<file path="config.mk">
export PLATFORM = sky130hd
export DESIGN_NAME = usu_top
export DESIGN_NICKNAME = d
export VERILOG_FILES = /design/src/hdl/usu_pkg.sv /design/src/hdl/usu_top.sv
export VERILOG_INCLUDE_DIRS = /design/src /design/src/hdl
export SDC_FILE = /design/constraint.sdc
export NUM_CORES = 1
export LEC_CHECK = 0
export BUFFER_PORTS_ARGS = -buffer_cell sky130_fd_sc_hd__buf_2
export CORE_ASPECT_RATIO = 0.6
export CORE_MARGIN = 2
export CORE_UTILIZATION = 40
export DETAILED_ROUTE_END_ITERATION = 8
export GPL_ROUTABILITY_DRIVEN = 0
export GPL_TIMING_DRIVEN = 0
export PLACE_DENSITY = 0.73
export SYNTH_ARGS = -nofsm -noshare
export SYNTH_HDL_FRONTEND = slang
export SYNTH_SLANG_ARGS = --single-unit
</file>
<file path="constraint.sdc">
create_clock -name ref_clk -period 2.1 [get_ports ref_clk]
set_input_delay 0.42 -clock ref_clk [delete_from_list [all_inputs] [get_ports ref_clk]]
set_output_delay 0.42 -clock ref_clk [all_outputs]
set_load 0.03 [all_outputs]
</file>
<file path="src/hdl/usu_regs.svh">
`ifndef USU_REGS_SVH
`define USU_REGS_SVH

// Shift register and edge counter widths
`define USU_DATA_W 8
`define USU_CNT_W 4

// Counter values
`define USU_CNT_MAX 4'hF
`define USU_CNT_ZERO 4'h0
`define USU_CNT_ONE 4'h1

// Serial line bit positions
`define USU_MSB 7

// Wire mode codes
`define USU_WM_OFF 2'h0
`define USU_WM_THREE 2'h1
`define USU_WM_TWO 2'h2

// Shift clock source codes
`define USU_CS_SOFT 2'h0
`define USU_CS_TIMER 2'h1
`define USU_CS_EXT 2'h2

`endif

</file>
<file path="src/hdl/usu_pkg.sv">
`include "usu_regs.svh"

package usu_pkg;

  typedef enum logic [1:0] {
    WM_OFF = 2'b00,
    WM_THREE = 2'b01,
    WM_TWO = 2'b10
  } usu_wire_e;

  typedef enum logic [1:0] {
    CS_SOFT = 2'b00,
    CS_TIMER = 2'b01,
    CS_EXT = 2'b10
  } usu_clk_src_e;

  typedef struct packed {
    logic si_s1;
    logic si_s2;
    logic ck_s1;
    logic ck_s2;
    logic ck_prev;
    logic sda_prev;
    logic [`USU_DATA_W-1:0] shreg;
    logic out_latch;
    logic [`USU_CNT_W-1:0] cnt;
    logic ovf;
    logic start;
    logic hold;
    logic ck_drv;
    logic ovf_irq;
    logic start_irq;
    logic wake_idle;
    logic wake_deep;
    logic data_out;
    logic sda_oe;
    logic scl_out;
    logic scl_oe;
  } usu_state_s;

endpackage : usu_pkg

</file>
<file path="src/hdl/usu_top.sv">
// Functional notes
// Eight-bit shift register holds in and out bits, processor reads and writes it.
// No receive buffer; next transfer overwrites received bits.
// Shift register MSB drives one of two pins chosen by wire mode.
// Transparent latch delays output change to edge opposite the sampling edge; only with external clock, else always open.
// Serial input always sampled from the serial input pin.
// Four-bit counter, processor readable and writable, raises overflow interrupt.
// Shift register and counter advance together on the selected clock.
// With external clock, counter counts both clock edges.
// Shift clock from clock pin, timer zero match, or software strobe.
// Two-wire mode detects start condition and can raise an interrupt.
// Two-wire mode holds clock low after start or counter overflow.
// Wakes from idle; in two-wire mode wakes from every sleep mode.
// Three-wire and two-wire modes, each as master or slave.
// Eight clock pulses give sixteen edges; counter overflows marking completion.
// Edge select zero samples rising, shifts falling; one swaps them.
// Counter wraps fifteen to zero and sets sticky overflow flag.
`timescale 1ns/10ps
`include "usu_regs.svh"

module usu_top (
  input wire logic ref_clk,
  input wire logic sys_rst,
  input wire logic [1:0] wire_mode,
  input wire logic [1:0] clock_source,
  input wire logic clock_edge_select,
  input wire logic soft_strobe,
  input wire logic timer0_match,
  input wire logic clock_toggle,
  input wire logic clock_drive_en,
  input wire logic data_drive_en,
  input wire logic start_hold_en,
  input wire logic ovf_hold_en,
  input wire logic ovf_irq_en,
  input wire logic start_irq_en,
  input wire logic data_wr,
  input wire logic [`USU_DATA_W-1:0] data_wdata,
  input wire logic count_wr,
  input wire logic [`USU_CNT_W-1:0] count_wdata,
  input wire logic ovf_clr,
  input wire logic start_clr,
  input wire logic serial_in_pin,
  input wire logic serial_clock_pin,
  output logic [`USU_DATA_W-1:0] shift_data_register,
  output logic [`USU_CNT_W-1:0] count,
  output logic counter_overflow_flag,
  output logic start_flag,
  output logic ovf_irq,
  output logic start_irq,
  output logic wake_idle,
  output logic wake_deep,
  output logic data_out,
  output logic sda_out,
  output logic sda_oe,
  output logic scl_out,
  output logic scl_oe
);

  usu_pkg::usu_state_s st_q;
  usu_pkg::usu_state_s st_d;

  logic mode_two;
  logic mode_three;
  logic src_ext;
  logic ck_rise;
  logic ck_fall;
  logic sample_edge;
  logic shift_evt;
  logic cnt_evt;
  logic ovf_evt;
  logic start_det;
  logic latch_open;

  function automatic logic edge_of(input logic prev, input logic cur, input logic rising);
    edge_of = rising ? (cur & ~prev) : (~cur & prev);
  endfunction : edge_of

  // Mode decode; master or slave is only a matter of who drives the clock
  assign mode_two = (wire_mode == usu_pkg::WM_TWO);
  assign mode_three = (wire_mode == usu_pkg::WM_THREE);
  assign src_ext = (clock_source == usu_pkg::CS_EXT);

  assign ck_rise = edge_of(st_q.ck_prev, st_q.ck_s2, 1'b1);
  assign ck_fall = edge_of(st_q.ck_prev, st_q.ck_s2, 1'b0);
  assign sample_edge = clock_edge_select ? ck_fall : ck_rise;

  // One clock event drives both the shift register and the counter
  always_comb begin
    case (clock_source)
      usu_pkg::CS_SOFT: shift_evt = soft_strobe;
      usu_pkg::CS_TIMER: shift_evt = timer0_match;
      usu_pkg::CS_EXT: shift_evt = sample_edge;
      default: shift_evt = 1'b0;
    endcase
  end

  // External clock counts both edges, so a byte takes sixteen counts
  assign cnt_evt = src_ext ? (ck_rise | ck_fall) : shift_evt;
  assign ovf_evt = cnt_evt & (st_q.cnt == `USU_CNT_MAX);

  // Start condition: data falls while the clock is high
  assign start_det = mode_two & st_q.ck_s2 & st_q.sda_prev & ~st_q.si_s2;

  // With the external clock the latch follows the MSB only while the clock sits at its pre-sample level; with other sources it is always open
  assign latch_open = src_ext ? (st_q.ck_s2 == clock_edge_select) : 1'b1;

  always_comb begin
    st_d = st_q;

    st_d.si_s1 = serial_in_pin;
    st_d.si_s2 = st_q.si_s1;
    st_d.ck_s1 = serial_clock_pin;
    st_d.ck_s2 = st_q.ck_s1;
    st_d.ck_prev = st_q.ck_s2;
    st_d.sda_prev = st_q.si_s2;

    // Received bits live only here and are overwritten by the next shift
    if (data_wr) begin
      st_d.shreg = data_wdata;
    end else if (shift_evt) begin
      st_d.shreg = {st_q.shreg[`USU_MSB-1:0], st_q.si_s2};
    end

    if (latch_open) begin
      st_d.out_latch = st_d.shreg[`USU_MSB];
    end

    if (count_wr) begin
      st_d.cnt = count_wdata;
    end else if (cnt_evt) begin
      st_d.cnt = st_q.cnt + `USU_CNT_ONE;
    end

    // Hardware set wins over a clear in the same cycle
    if (ovf_evt) begin
      st_d.ovf = 1'b1;
    end else if (ovf_clr) begin
      st_d.ovf = 1'b0;
    end

    if (start_det) begin
      st_d.start = 1'b1;
    end else if (start_clr) begin
      st_d.start = 1'b0;
    end

    // Stretching lasts until software clears both the start and the overflow flag, or the mode leaves two-wire
    if (mode_two & ((start_det & start_hold_en) | (ovf_evt & ovf_hold_en))) begin
      st_d.hold = 1'b1;
    end else if (~mode_two | ~(st_d.start | st_d.ovf)) begin
      st_d.hold = 1'b0;
    end

    if (clock_toggle) begin
      st_d.ck_drv = ~st_q.ck_drv;
    end

    st_d.ovf_irq = st_d.ovf & ovf_irq_en;
    st_d.start_irq = st_d.start & start_irq_en;
    st_d.wake_idle = st_d.ovf_irq | st_d.start_irq;
    // Start detection needs no running serial clock, so it may wake deep sleep
    st_d.wake_deep = mode_two & (st_d.start_irq | st_d.ovf_irq);

    st_d.data_out = mode_three & st_d.out_latch;
    st_d.sda_oe = mode_two & data_drive_en & ~st_d.out_latch;

    // Two-wire clock is open drain; three-wire master drives both levels
    if (mode_two) begin
      st_d.scl_oe = st_d.hold | (clock_drive_en & ~st_d.ck_drv);
      st_d.scl_out = 1'b0;
    end else begin
      st_d.scl_oe = mode_three & clock_drive_en;
      st_d.scl_out = st_d.ck_drv;
    end
  end

  always_ff @(posedge ref_clk) begin
    if (sys_rst) begin
      st_q <= '0;
    end else begin
      st_q <= st_d;
    end
  end

  assign shift_data_register = st_q.shreg;
  assign count = st_q.cnt;
  assign counter_overflow_flag = st_q.ovf;
  assign start_flag = st_q.start;
  assign ovf_irq = st_q.ovf_irq;
  assign start_irq = st_q.start_irq;
  assign wake_idle = st_q.wake_idle;
  assign wake_deep = st_q.wake_deep;
  assign data_out = st_q.data_out;
  assign sda_out = st_q.out_latch;
  assign sda_oe = st_q.sda_oe;
  assign scl_out = st_q.scl_out;
  assign scl_oe = st_q.scl_oe;
endmodule : usu_top

</file>
==> results.tsv, run 1 <==
metric	value	unit
pin_count	57	
pwr-share-comb	0.198	
drt-wirelength-per-cell	13.03	microns
die_x	84.95	microns
final_nets	258	
power.density	683.6	nW/um^2
synth_seq_cells	31	
ys.flop_type	dfxtp_1	
fin_tns_setup	0	ps
grt_overflow	0	
synth_edf_count	0	
cts-root-buf	clkbuf_8	
dr.first_iter.drc_count	65	
dp_slack	329.4	ps
rows	17	
crit_arrival	1970	ps
synth_fp_nets	197	
first_global_vias	1249	
cp-end-kind	register	
synth_area_leader_cell	dfxtp_1	
power_leakage	0.9094	nW
r2r_cells	6	
clkPwrFrac	0.330	
min_period_over_period	0.8523	
p_seq_frac	0.472	
start_kind	register	
path_class	register to register	
drcViolationCount	0	
required	2280	ps
fin_ws	310.2	ps
netlist_area	1573	sq um
rsz0062_at_grt	false	
hold_depth	2	
postCtsSetupBuffers	0	
cts_hold_repair.buffers	0	
clock_latency	280	ps
hold_end	st_d[27]	
grt_pass1_wl	5.782	mm
hold_class	input pin to register	
avgSynthCellArea	9.830	sq um
skew	7.592	ps
tritoncts	yes	
synth_cells	160	
ys_warn_count	0	
netlist_top_cells_area	dfxtp_1, buf_4, mux2i_1	
hold_viol	0	
grt_use_total	0.1729	
worstMarginPinSlew	528.1	ps
numPortBuffers	54	
internal_power	0.0009715	W
yosysMostFrequentCell	dfxtp_1	
vias_per_cell	4.959	
critPathMaxFanout	4	
async_reset_ff_frac	0	
antenna_found_initial	0	
reg2reg_from	st_d[26]	
synthTopCellsByCount	dfxtp_1, nor2_1, buf_4	
dieArea	4466	sq um
firstDrtPassIters	4	
clock_sinks	31	
worstHoldStart	serial_clock_pin	
cts_made_buffers	5	
drv_cap	0	
cts_resized	0	
rr_endpoint	data_out	
htreeDepth	2	
fin_crit	1790	ps
cts_buffer_depth	2	
yosysTopAreaCellShare	0.3946	
slew_headroom	0.6479	
max_freq	558.7	MHz
status	completed	
syn2layout_area_growth	26.09	%
vias	1334	
worst_ir_drop_vdd	0.0004307	V
antenna_left	0	
coreArea	3722	sq um
drive_gt1_frac	0.3964	
cts.clk_slew.worst_paths	60	ps
finalSetupViolCount	0	
p_sw_frac	0.2834	
ff2ff_setup_slack	310	ps
yosysSeqAreaShare	0.3946	
die_h	52.57	microns
wl	3.506	mm
grt_start_max_net_pins	11	
n_antenna_cell	0	
synthDistinctLibCells	44	
power.switching	0.0003842	W
dp_hpwl	2.792	mm
start_util	0.4225	
finalMaxSlewViolations	0	
==> through the flow <==
stage | std cells | hold slack (ps) | instance area, sq um | utilization | total power [W]
after global placement | 261 | 418.0 | 1902 | 0.5109 | 0.0009192
after detailed placement | 261 | 430.8 | 1902 | 0.5109 | 0.0009221
final | 269 | 349.2 | 1983 | 0.5328 | 0.001356
after CTS | 269 | 346.3 | 1983 | 0.5328 | 0.001367
after floorplan | 160 | 413.8 | 1573 | - | 0.0008395
after global routing | 269 | 360.0 | 1983 | 0.5328 | 0.001421
==> critical path: stages, from the launching register on <==
cell       delay, ps
dfxtp_1          400
inv_1             80
ha_1             190
mux2i_2          310
o221a_4          270
o311ai_4         120
a2111oi_2        310
==> worst max-delay path by stage <==
stage	start	endpoint	slack, ps	cells after the start
floorplan	st_d[26]	data_out	500	6
detailed placement	st_d[26]	data_out	330	6
global route	st_q[26]	count[2]	130	6
CTS	st_d[26]	data_out	300	6
finish	st_d[26]	data_out	310	6
global placement	st_d[26]	data_out	350	6
==> flip-flops by register name, indices dropped and copies added (netlist names) <==
register and cells:
shift_data_register 8, count 4, st_d 4, st_q 4
counter_overflow_flag 1, data_out 1, ovf_irq 1, scl_oe 1
scl_out 1, sda_oe 1, sda_out 1, start_flag 1
start_irq 1, wake_deep 1, wake_idle 1
==> layout make-up <==
type                    count  area (sq um)
fillers                   361          1739
repair buffers             54         270.3
multi-input cells         102         794.5
well taps                  47         58.81
flip-flops and latches     31         620.6
inverters                  10         37.54
plain buffers              17         120.1
clock buffers               7         76.32
clock inverters             1         5.005
==> cell usage in the layout, fill, tap and decap left out, drive strengths merged, types with 2 or more instances in the layout <==
| cell type | synthesis | final |
|---|---|---|
| clkbuf | 3 | 10 |
| o311ai | 2 | 2 |
| and2 | 2 | 2 |
| o22ai | 2 | 2 |
| nand2b | 8 | 8 |
| and4 | 2 | 2 |
| mux2i | 10 | 10 |
| dfxtp | 31 | 31 |
| nand3b | 2 | 2 |
| nor2 | 18 | 18 |
| a2111oi | 3 | 3 |
| xnor2 | 3 | 3 |
| nor2b | 8 | 8 |
| o31ai | 2 | 2 |
| a21oi | 5 | 5 |
| nand2 | 5 | 5 |
| inv | 10 | 10 |
| buf | 14 | 68 |
| ha | 3 | 3 |
| nand3 | 3 | 3 |
| a211oi | 9 | 9 |
==> routing by layer <==
metal	up-vias	share of wire	global-route usage
li1	679	-	-
met1	612	0.50	0.2294
met2	39	0.42	0.2643
met3	4	0.068	0.06457
met4	0	0.0083	0.04762
met5	-	0	0
==> power by group through the flow <==
stage | Combinational [W] | Clock [W] | Sequential, W
final | 0.000268 | 0.000447 | 0.000640
after global routing | 0.000292 | 0.000484 | 0.000645
after CTS | 0.000270 | 0.000457 | 0.000640
after detailed placement | 0.000269 | 0 | 0.000653
after global placement | 0.000267 | 0 | 0.000652
after floorplan | 0.000182 | 0 | 0.000658
==> cell families after synthesis <==
group / count (synthesis) / share of synthesized area
compound gates: 30 / 0.1933
fa+ha+maj: 3 / 0.02387
buf+inv: 27 / 0.1002
mux: 10 / 0.06842
xor+xnor: 3 / 0.01671
simple gates: 56 / 0.2029
flops: 31 / 0.3946
Note: power is estimated with default switching activity, not from simulation.
==> run 2, diff against run 1 <==
--- a/config.mk
+++ b/config.mk
@@ -10,6 +10,7 @@
 export CORE_ASPECT_RATIO = 0.6
 export CORE_MARGIN = 2
 export CORE_UTILIZATION = 40
+export CTS_BUF_LIST = sky130_fd_sc_hd__clkbuf_4 sky130_fd_sc_hd__clkbuf_8
 export DETAILED_ROUTE_END_ITERATION = 8
 export GPL_ROUTABILITY_DRIVEN = 0
 export GPL_TIMING_DRIVEN = 0
==> run 2 against run 1 <==
Compared with the run above:
- worst setup slack got worse by 1.4 ps
- via count barely moved
- count of clock-buffer cells in the layout did not move
- power rose by 1.6%
- routed wire length fell by 0.88%
- hold slack got worse by 0.80 ps
- critical endpoint unchanged
- largest cell class unchanged
- largest power group unchanged
- highest routed layer unchanged
==> results.tsv, run 2 (synthesized netlist as in run 1, its figures left out) <==
metric	value	unit
crit_arrival	1970	ps
clkPwrFrac	0.341	
drt-wirelength-per-cell	12.92	microns
htreeDepth	2	
cts.clk_slew.worst_paths	60	ps
drcViolationCount	0	
hold_class	input pin to register	
critPathSlowestCell	dfxtp_1	
internal_power	0.0009973	W
fin_tns_setup	0	ps
status	completed	
dp_hpwl	2.792	mm
cp-end-kind	register	
tritoncts	yes	
wl_met1	1.751	mm
postCtsSetupBuffers	0	
power.switching	0.0003798	W
worst_ir_drop_vdd	0.0004257	V
clock_latency	280	ps
start_util	0.4225	
grt_overflow	0	
antenna_left	0	
wl_met3	241	microns
dr.first_iter.drc_count	57	
final_common_cell	buf_2	
finalSetupViolCount	0	
largest_register_ffs	8	
rows	17	
skew	4.386	ps
cts_buffer_depth	2	
dieArea	4466	sq um
dpl_cell_area	1902	sq um
worstMarginPinSlew	531.5	ps
pin_count	57	
fin_crit	1791	ps
most-common-layout-cells	buf_2, dfxtp_1, nor2_1	
vias_per_cell	4.955	
critical_path_depth	6	
hold_viol	0	
route.top_layer_used	met4	
coreArea	3722	sq um
max_freq	558.3	MHz
cts_resized	0	
wl	3.475	mm
critPathMaxFanout	4	
antenna_found_initial	0	
hold_ws	348.4	ps
grt_use_total	0.1718	
slew_headroom	0.6457	
pwr-share-comb	0.195	
power.density	691.8	nW/um^2
critPathBufInv	1	
drive_gt1_frac	0.4054	
first_global_vias	1235	
critPathMaxStageDelay	400	ps
cts_hold_repair.buffers	0	
die_h	52.57	microns
p_seq_frac	0.465	
die_x	84.95	microns
min_period_over_period	0.8530	
firstDrtPassIters	4	
final_nets	258	
grt_start_max_net_pins	11	
fillers	356	
met2_length	1.444	mm
power_leakage	0.9163	nW
cts-root-buf	clkbuf_8	
grt_pass1_wl	5.747	mm
fin_area	1991	sq um
r2r_cells	6	
p_sw_frac	0.2758	
required	2280	ps
drv_cap	0	
vias	1333	
n_antenna_cell	0	
clock_sinks	31	
start_kind	register	
crit_family	compound AO/OA/AOI/OAI gates	
syn2layout_area_growth	26.57	%
finalMaxSlewViolations	0	
path_class	register to register	
cp_cell_sequence	inv_1 -> ha_1 -> mux2i_2 -> o221a_4 -> o311ai_4 -> a2111oi_2	
hold_depth	2	
cts_made_buffers	5	
rsz0062_at_grt	false	
numPortBuffers	54	
==> run 2: area by class of cell <==
class | count | area [sq um] | share of cell area
tap | 47 | 58.81 | 0.02954
clock inverter | 1 | 5.005 | 0.002514
timing repair buffer | 54 | 270.3 | 0.1358
sequential | 31 | 620.6 | 0.3118
buffer | 17 | 120.1 | 0.06034
multi-input combinational | 102 | 794.5 | 0.3991
clock buffer | 7 | 83.83 | 0.04211
inverter | 10 | 37.54 | 0.01886
==> run 2: power by group through the flow <==
stage	sequential [W]	clock, W	combinational (W)
3_3_place_gp	0.000652	0	0.000267
5_1_grt	0.000645	0.000510	0.000292
4_1_cts	0.000640	0.000483	0.000270
6_report	0.000640	0.000469	0.000268
2_1_floorplan	0.000658	0	0.000182
3_5_place_dp	0.000653	0	0.000269
==> run 2: worst paths after layout <==
path / start / end / slack (ps)
worst max register to register: st_d[26] / data_out / 310
worst min-delay path: serial_clock_pin / st_d[27] / 350
worst min register to register: st_d[27] / st_d[26] / 440
worst max-delay path: st_d[26] / data_out / 310
==> run 2: metal layers <==
metal  vias to the layer above  global-route usage
met4                         0             0.04762
met2                        34              0.2578
met3                         8             0.06457
met1                       611              0.2314
met5                         -                   0
li1                        680                   -
==> run 2: stage by stage <==
step	total power, W	setup slack [ps]	util	instances
2_1_floorplan	0.0008395	498.2	-	160
3_3_place_gp	0.0009192	346.3	0.5109	261
3_5_place_dp	0.0009221	329.4	0.5109	261
4_1_cts	0.001393	297.3	0.5348	269
5_1_grt	0.001446	134.5	0.5348	269
6_report	0.001377	308.8	0.5348	269
==> run 3, diff against run 2 <==
--- a/config.mk
+++ b/config.mk
@@ -7,7 +7,6 @@
 export NUM_CORES = 1
 export LEC_CHECK = 0
 export BUFFER_PORTS_ARGS = -buffer_cell sky130_fd_sc_hd__buf_2
-export CORE_ASPECT_RATIO = 0.6
 export CORE_MARGIN = 2
 export CORE_UTILIZATION = 40
 export CTS_BUF_LIST = sky130_fd_sc_hd__clkbuf_4 sky130_fd_sc_hd__clkbuf_8
==> run 3 against run 2 <==
Compared with the run above:
- first-iteration DRC count down 39%
- final cell count unchanged
- routed wire length down 11%
- die area down 0.36%
- sequential power about the same
- via count down 3.9%
- fmax up 1.8%
- largest power group unchanged
==> results.tsv, run 3 (synthesized netlist as in run 1, its figures left out) <==
metric	value	unit
cp-end-kind	register	
numPortBuffers	54	
critical_path.startpoint	st_d[26]	
htreeDepth	2	
dp_hpwl	2.482	mm
crit_arrival	1930	ps
status	completed	
fin_tns_setup	0	ps
required	2270	ps
drive_gt1_frac	0.4027	
dieArea	4450	sq um
drt-wirelength-per-cell	11.52	microns
skew	7.012	ps
rows	22	
hold_depth	2	
worst_ir_drop_vdd	0.0004402	V
reg2reg_from	st_d[26]	
power_leakage	0.9219	nW
drv_cap	0	
cts_buffer_depth	2	
vias_per_cell	4.762	
n_antenna_cell	0	
coreArea	3716	sq um
final_nets	258	
antenna_found_initial	0	
cp_cell_sequence	inv_1 -> ha_1 -> mux2i_2 -> o221a_4 -> o311ai_4 -> a2111oi_2	
fin_crit	1759	ps
critPathSlowestCell	dfxtp_1	
start_kind	register	
cts_hold_repair.buffers	0	
first_global_vias	1170	
wl	3.098	mm
postCtsSetupBuffers	0	
drcViolationCount	0	
ff2ff_setup_slack	340	ps
syn2layout_area_growth	27.76	%
hold_class	input pin to register	
clock_latency	280	ps
clock_sinks	31	
hold_viol	0	
finalSetupViolCount	0	
grt_use_total	0.1498	
min_period_over_period	0.8377	
grt_start_max_net_pins	11	
max_freq	568.4	MHz
worstMarginPinSlew	543.8	ps
critPathMaxFanout	4	
finalMaxSlewViolations	0	
die_h	66.71	microns
critPathMaxStageDelay	400	ps
pin_count	57	
grt_pass1_wl	4.933	mm
start_util	0.4232	
largest_register_ffs	8	
stdcell_count	269	
vias	1281	
tritoncts	yes	
dr.first_iter.drc_count	35	
final_common_cell	buf_2	
rr_endpoint	data_out	
most-common-layout-cells	buf_2, dfxtp_1, nor2_1	
cts.clk_slew.worst_paths	60	ps
firstDrtPassIters	4	
power.density	730.8	nW/um^2
grt_overflow	0	
cts-root-buf	clkbuf_8	
cts_resized	0	
path_class	register to register	
slew_headroom	0.6375	
cts_made_buffers	5	
rsz0062_at_grt	false	
die_x	66.71	microns
r2r_cells	6	
worstHoldStart	serial_in_pin	
hold_end	st_d[29]	
antenna_left	0	
dp_cells	262	
[run 3: per-layer routing]
layer | up-vias | GRT usage | wire length [microns]
li1 | 674 | - | -
met1 | 555 | 0.1748 | 1415
met2 | 45 | 0.2475 | 1362
met3 | 7 | 0.05405 | 283
met4 | 0 | 0.06122 | 36
met5 | - | 0 | 0
[run 3: worst max-delay path by stage]
stage                to  slack, ps  cells after the start
2_1_floorplan  data_out        500                      6
3_3_place_gp   data_out        360                      6
3_5_place_dp   data_out        330                      6
4_1_cts        data_out        300                      6
5_1_grt        data_out        220                      6
6_report       data_out        340                      6
[run 3: power breakdown]
group          internal (W)  total [W]  switching, W
clock network      0.000360   0.000564      0.000204
logic              0.000121   0.000265      0.000144
registers          0.000618   0.000640     0.0000213
total               0.00110    0.00147      0.000369
[run 3: stage by stage]
stage,total power (W),hold slack (ps),util,worst slack [ps],area [sq um]
5_1_grt,0.001534,369.3,0.5407,221.8,2009
3_3_place_gp,0.0009167,418.8,0.5121,361.4,1903
6_report,0.001469,352.4,0.5407,340.8,2009
3_5_place_dp,0.0009192,425.2,0.5121,326.1,1903
4_1_cts,0.001489,347.9,0.5407,304.2,2009
2_1_floorplan,0.0008395,413.8,-,498.2,1573
[run 3: area by class of cell]
cell class                      instances  area (sq um)
Fill cell                             354          1707
Sequential cell                        31         620.6
Tap cell                               48         60.06
Timing Repair Buffer                   54         270.3
Buffer                                 17         120.1
Clock buffer                            6         76.32
Inverter                               10         37.54
Clock inverter                          1         30.03
Multi-Input combinational cell        102         794.5
[run 3: critical path, delay by kind of cell, from the launching register on]
family | cells | cell delay (ps)
fa+ha+maj | 1 | 190
flops | 1 | 400
mux | 1 | 310
compound gates | 3 | 680
buf+inv | 1 | 80
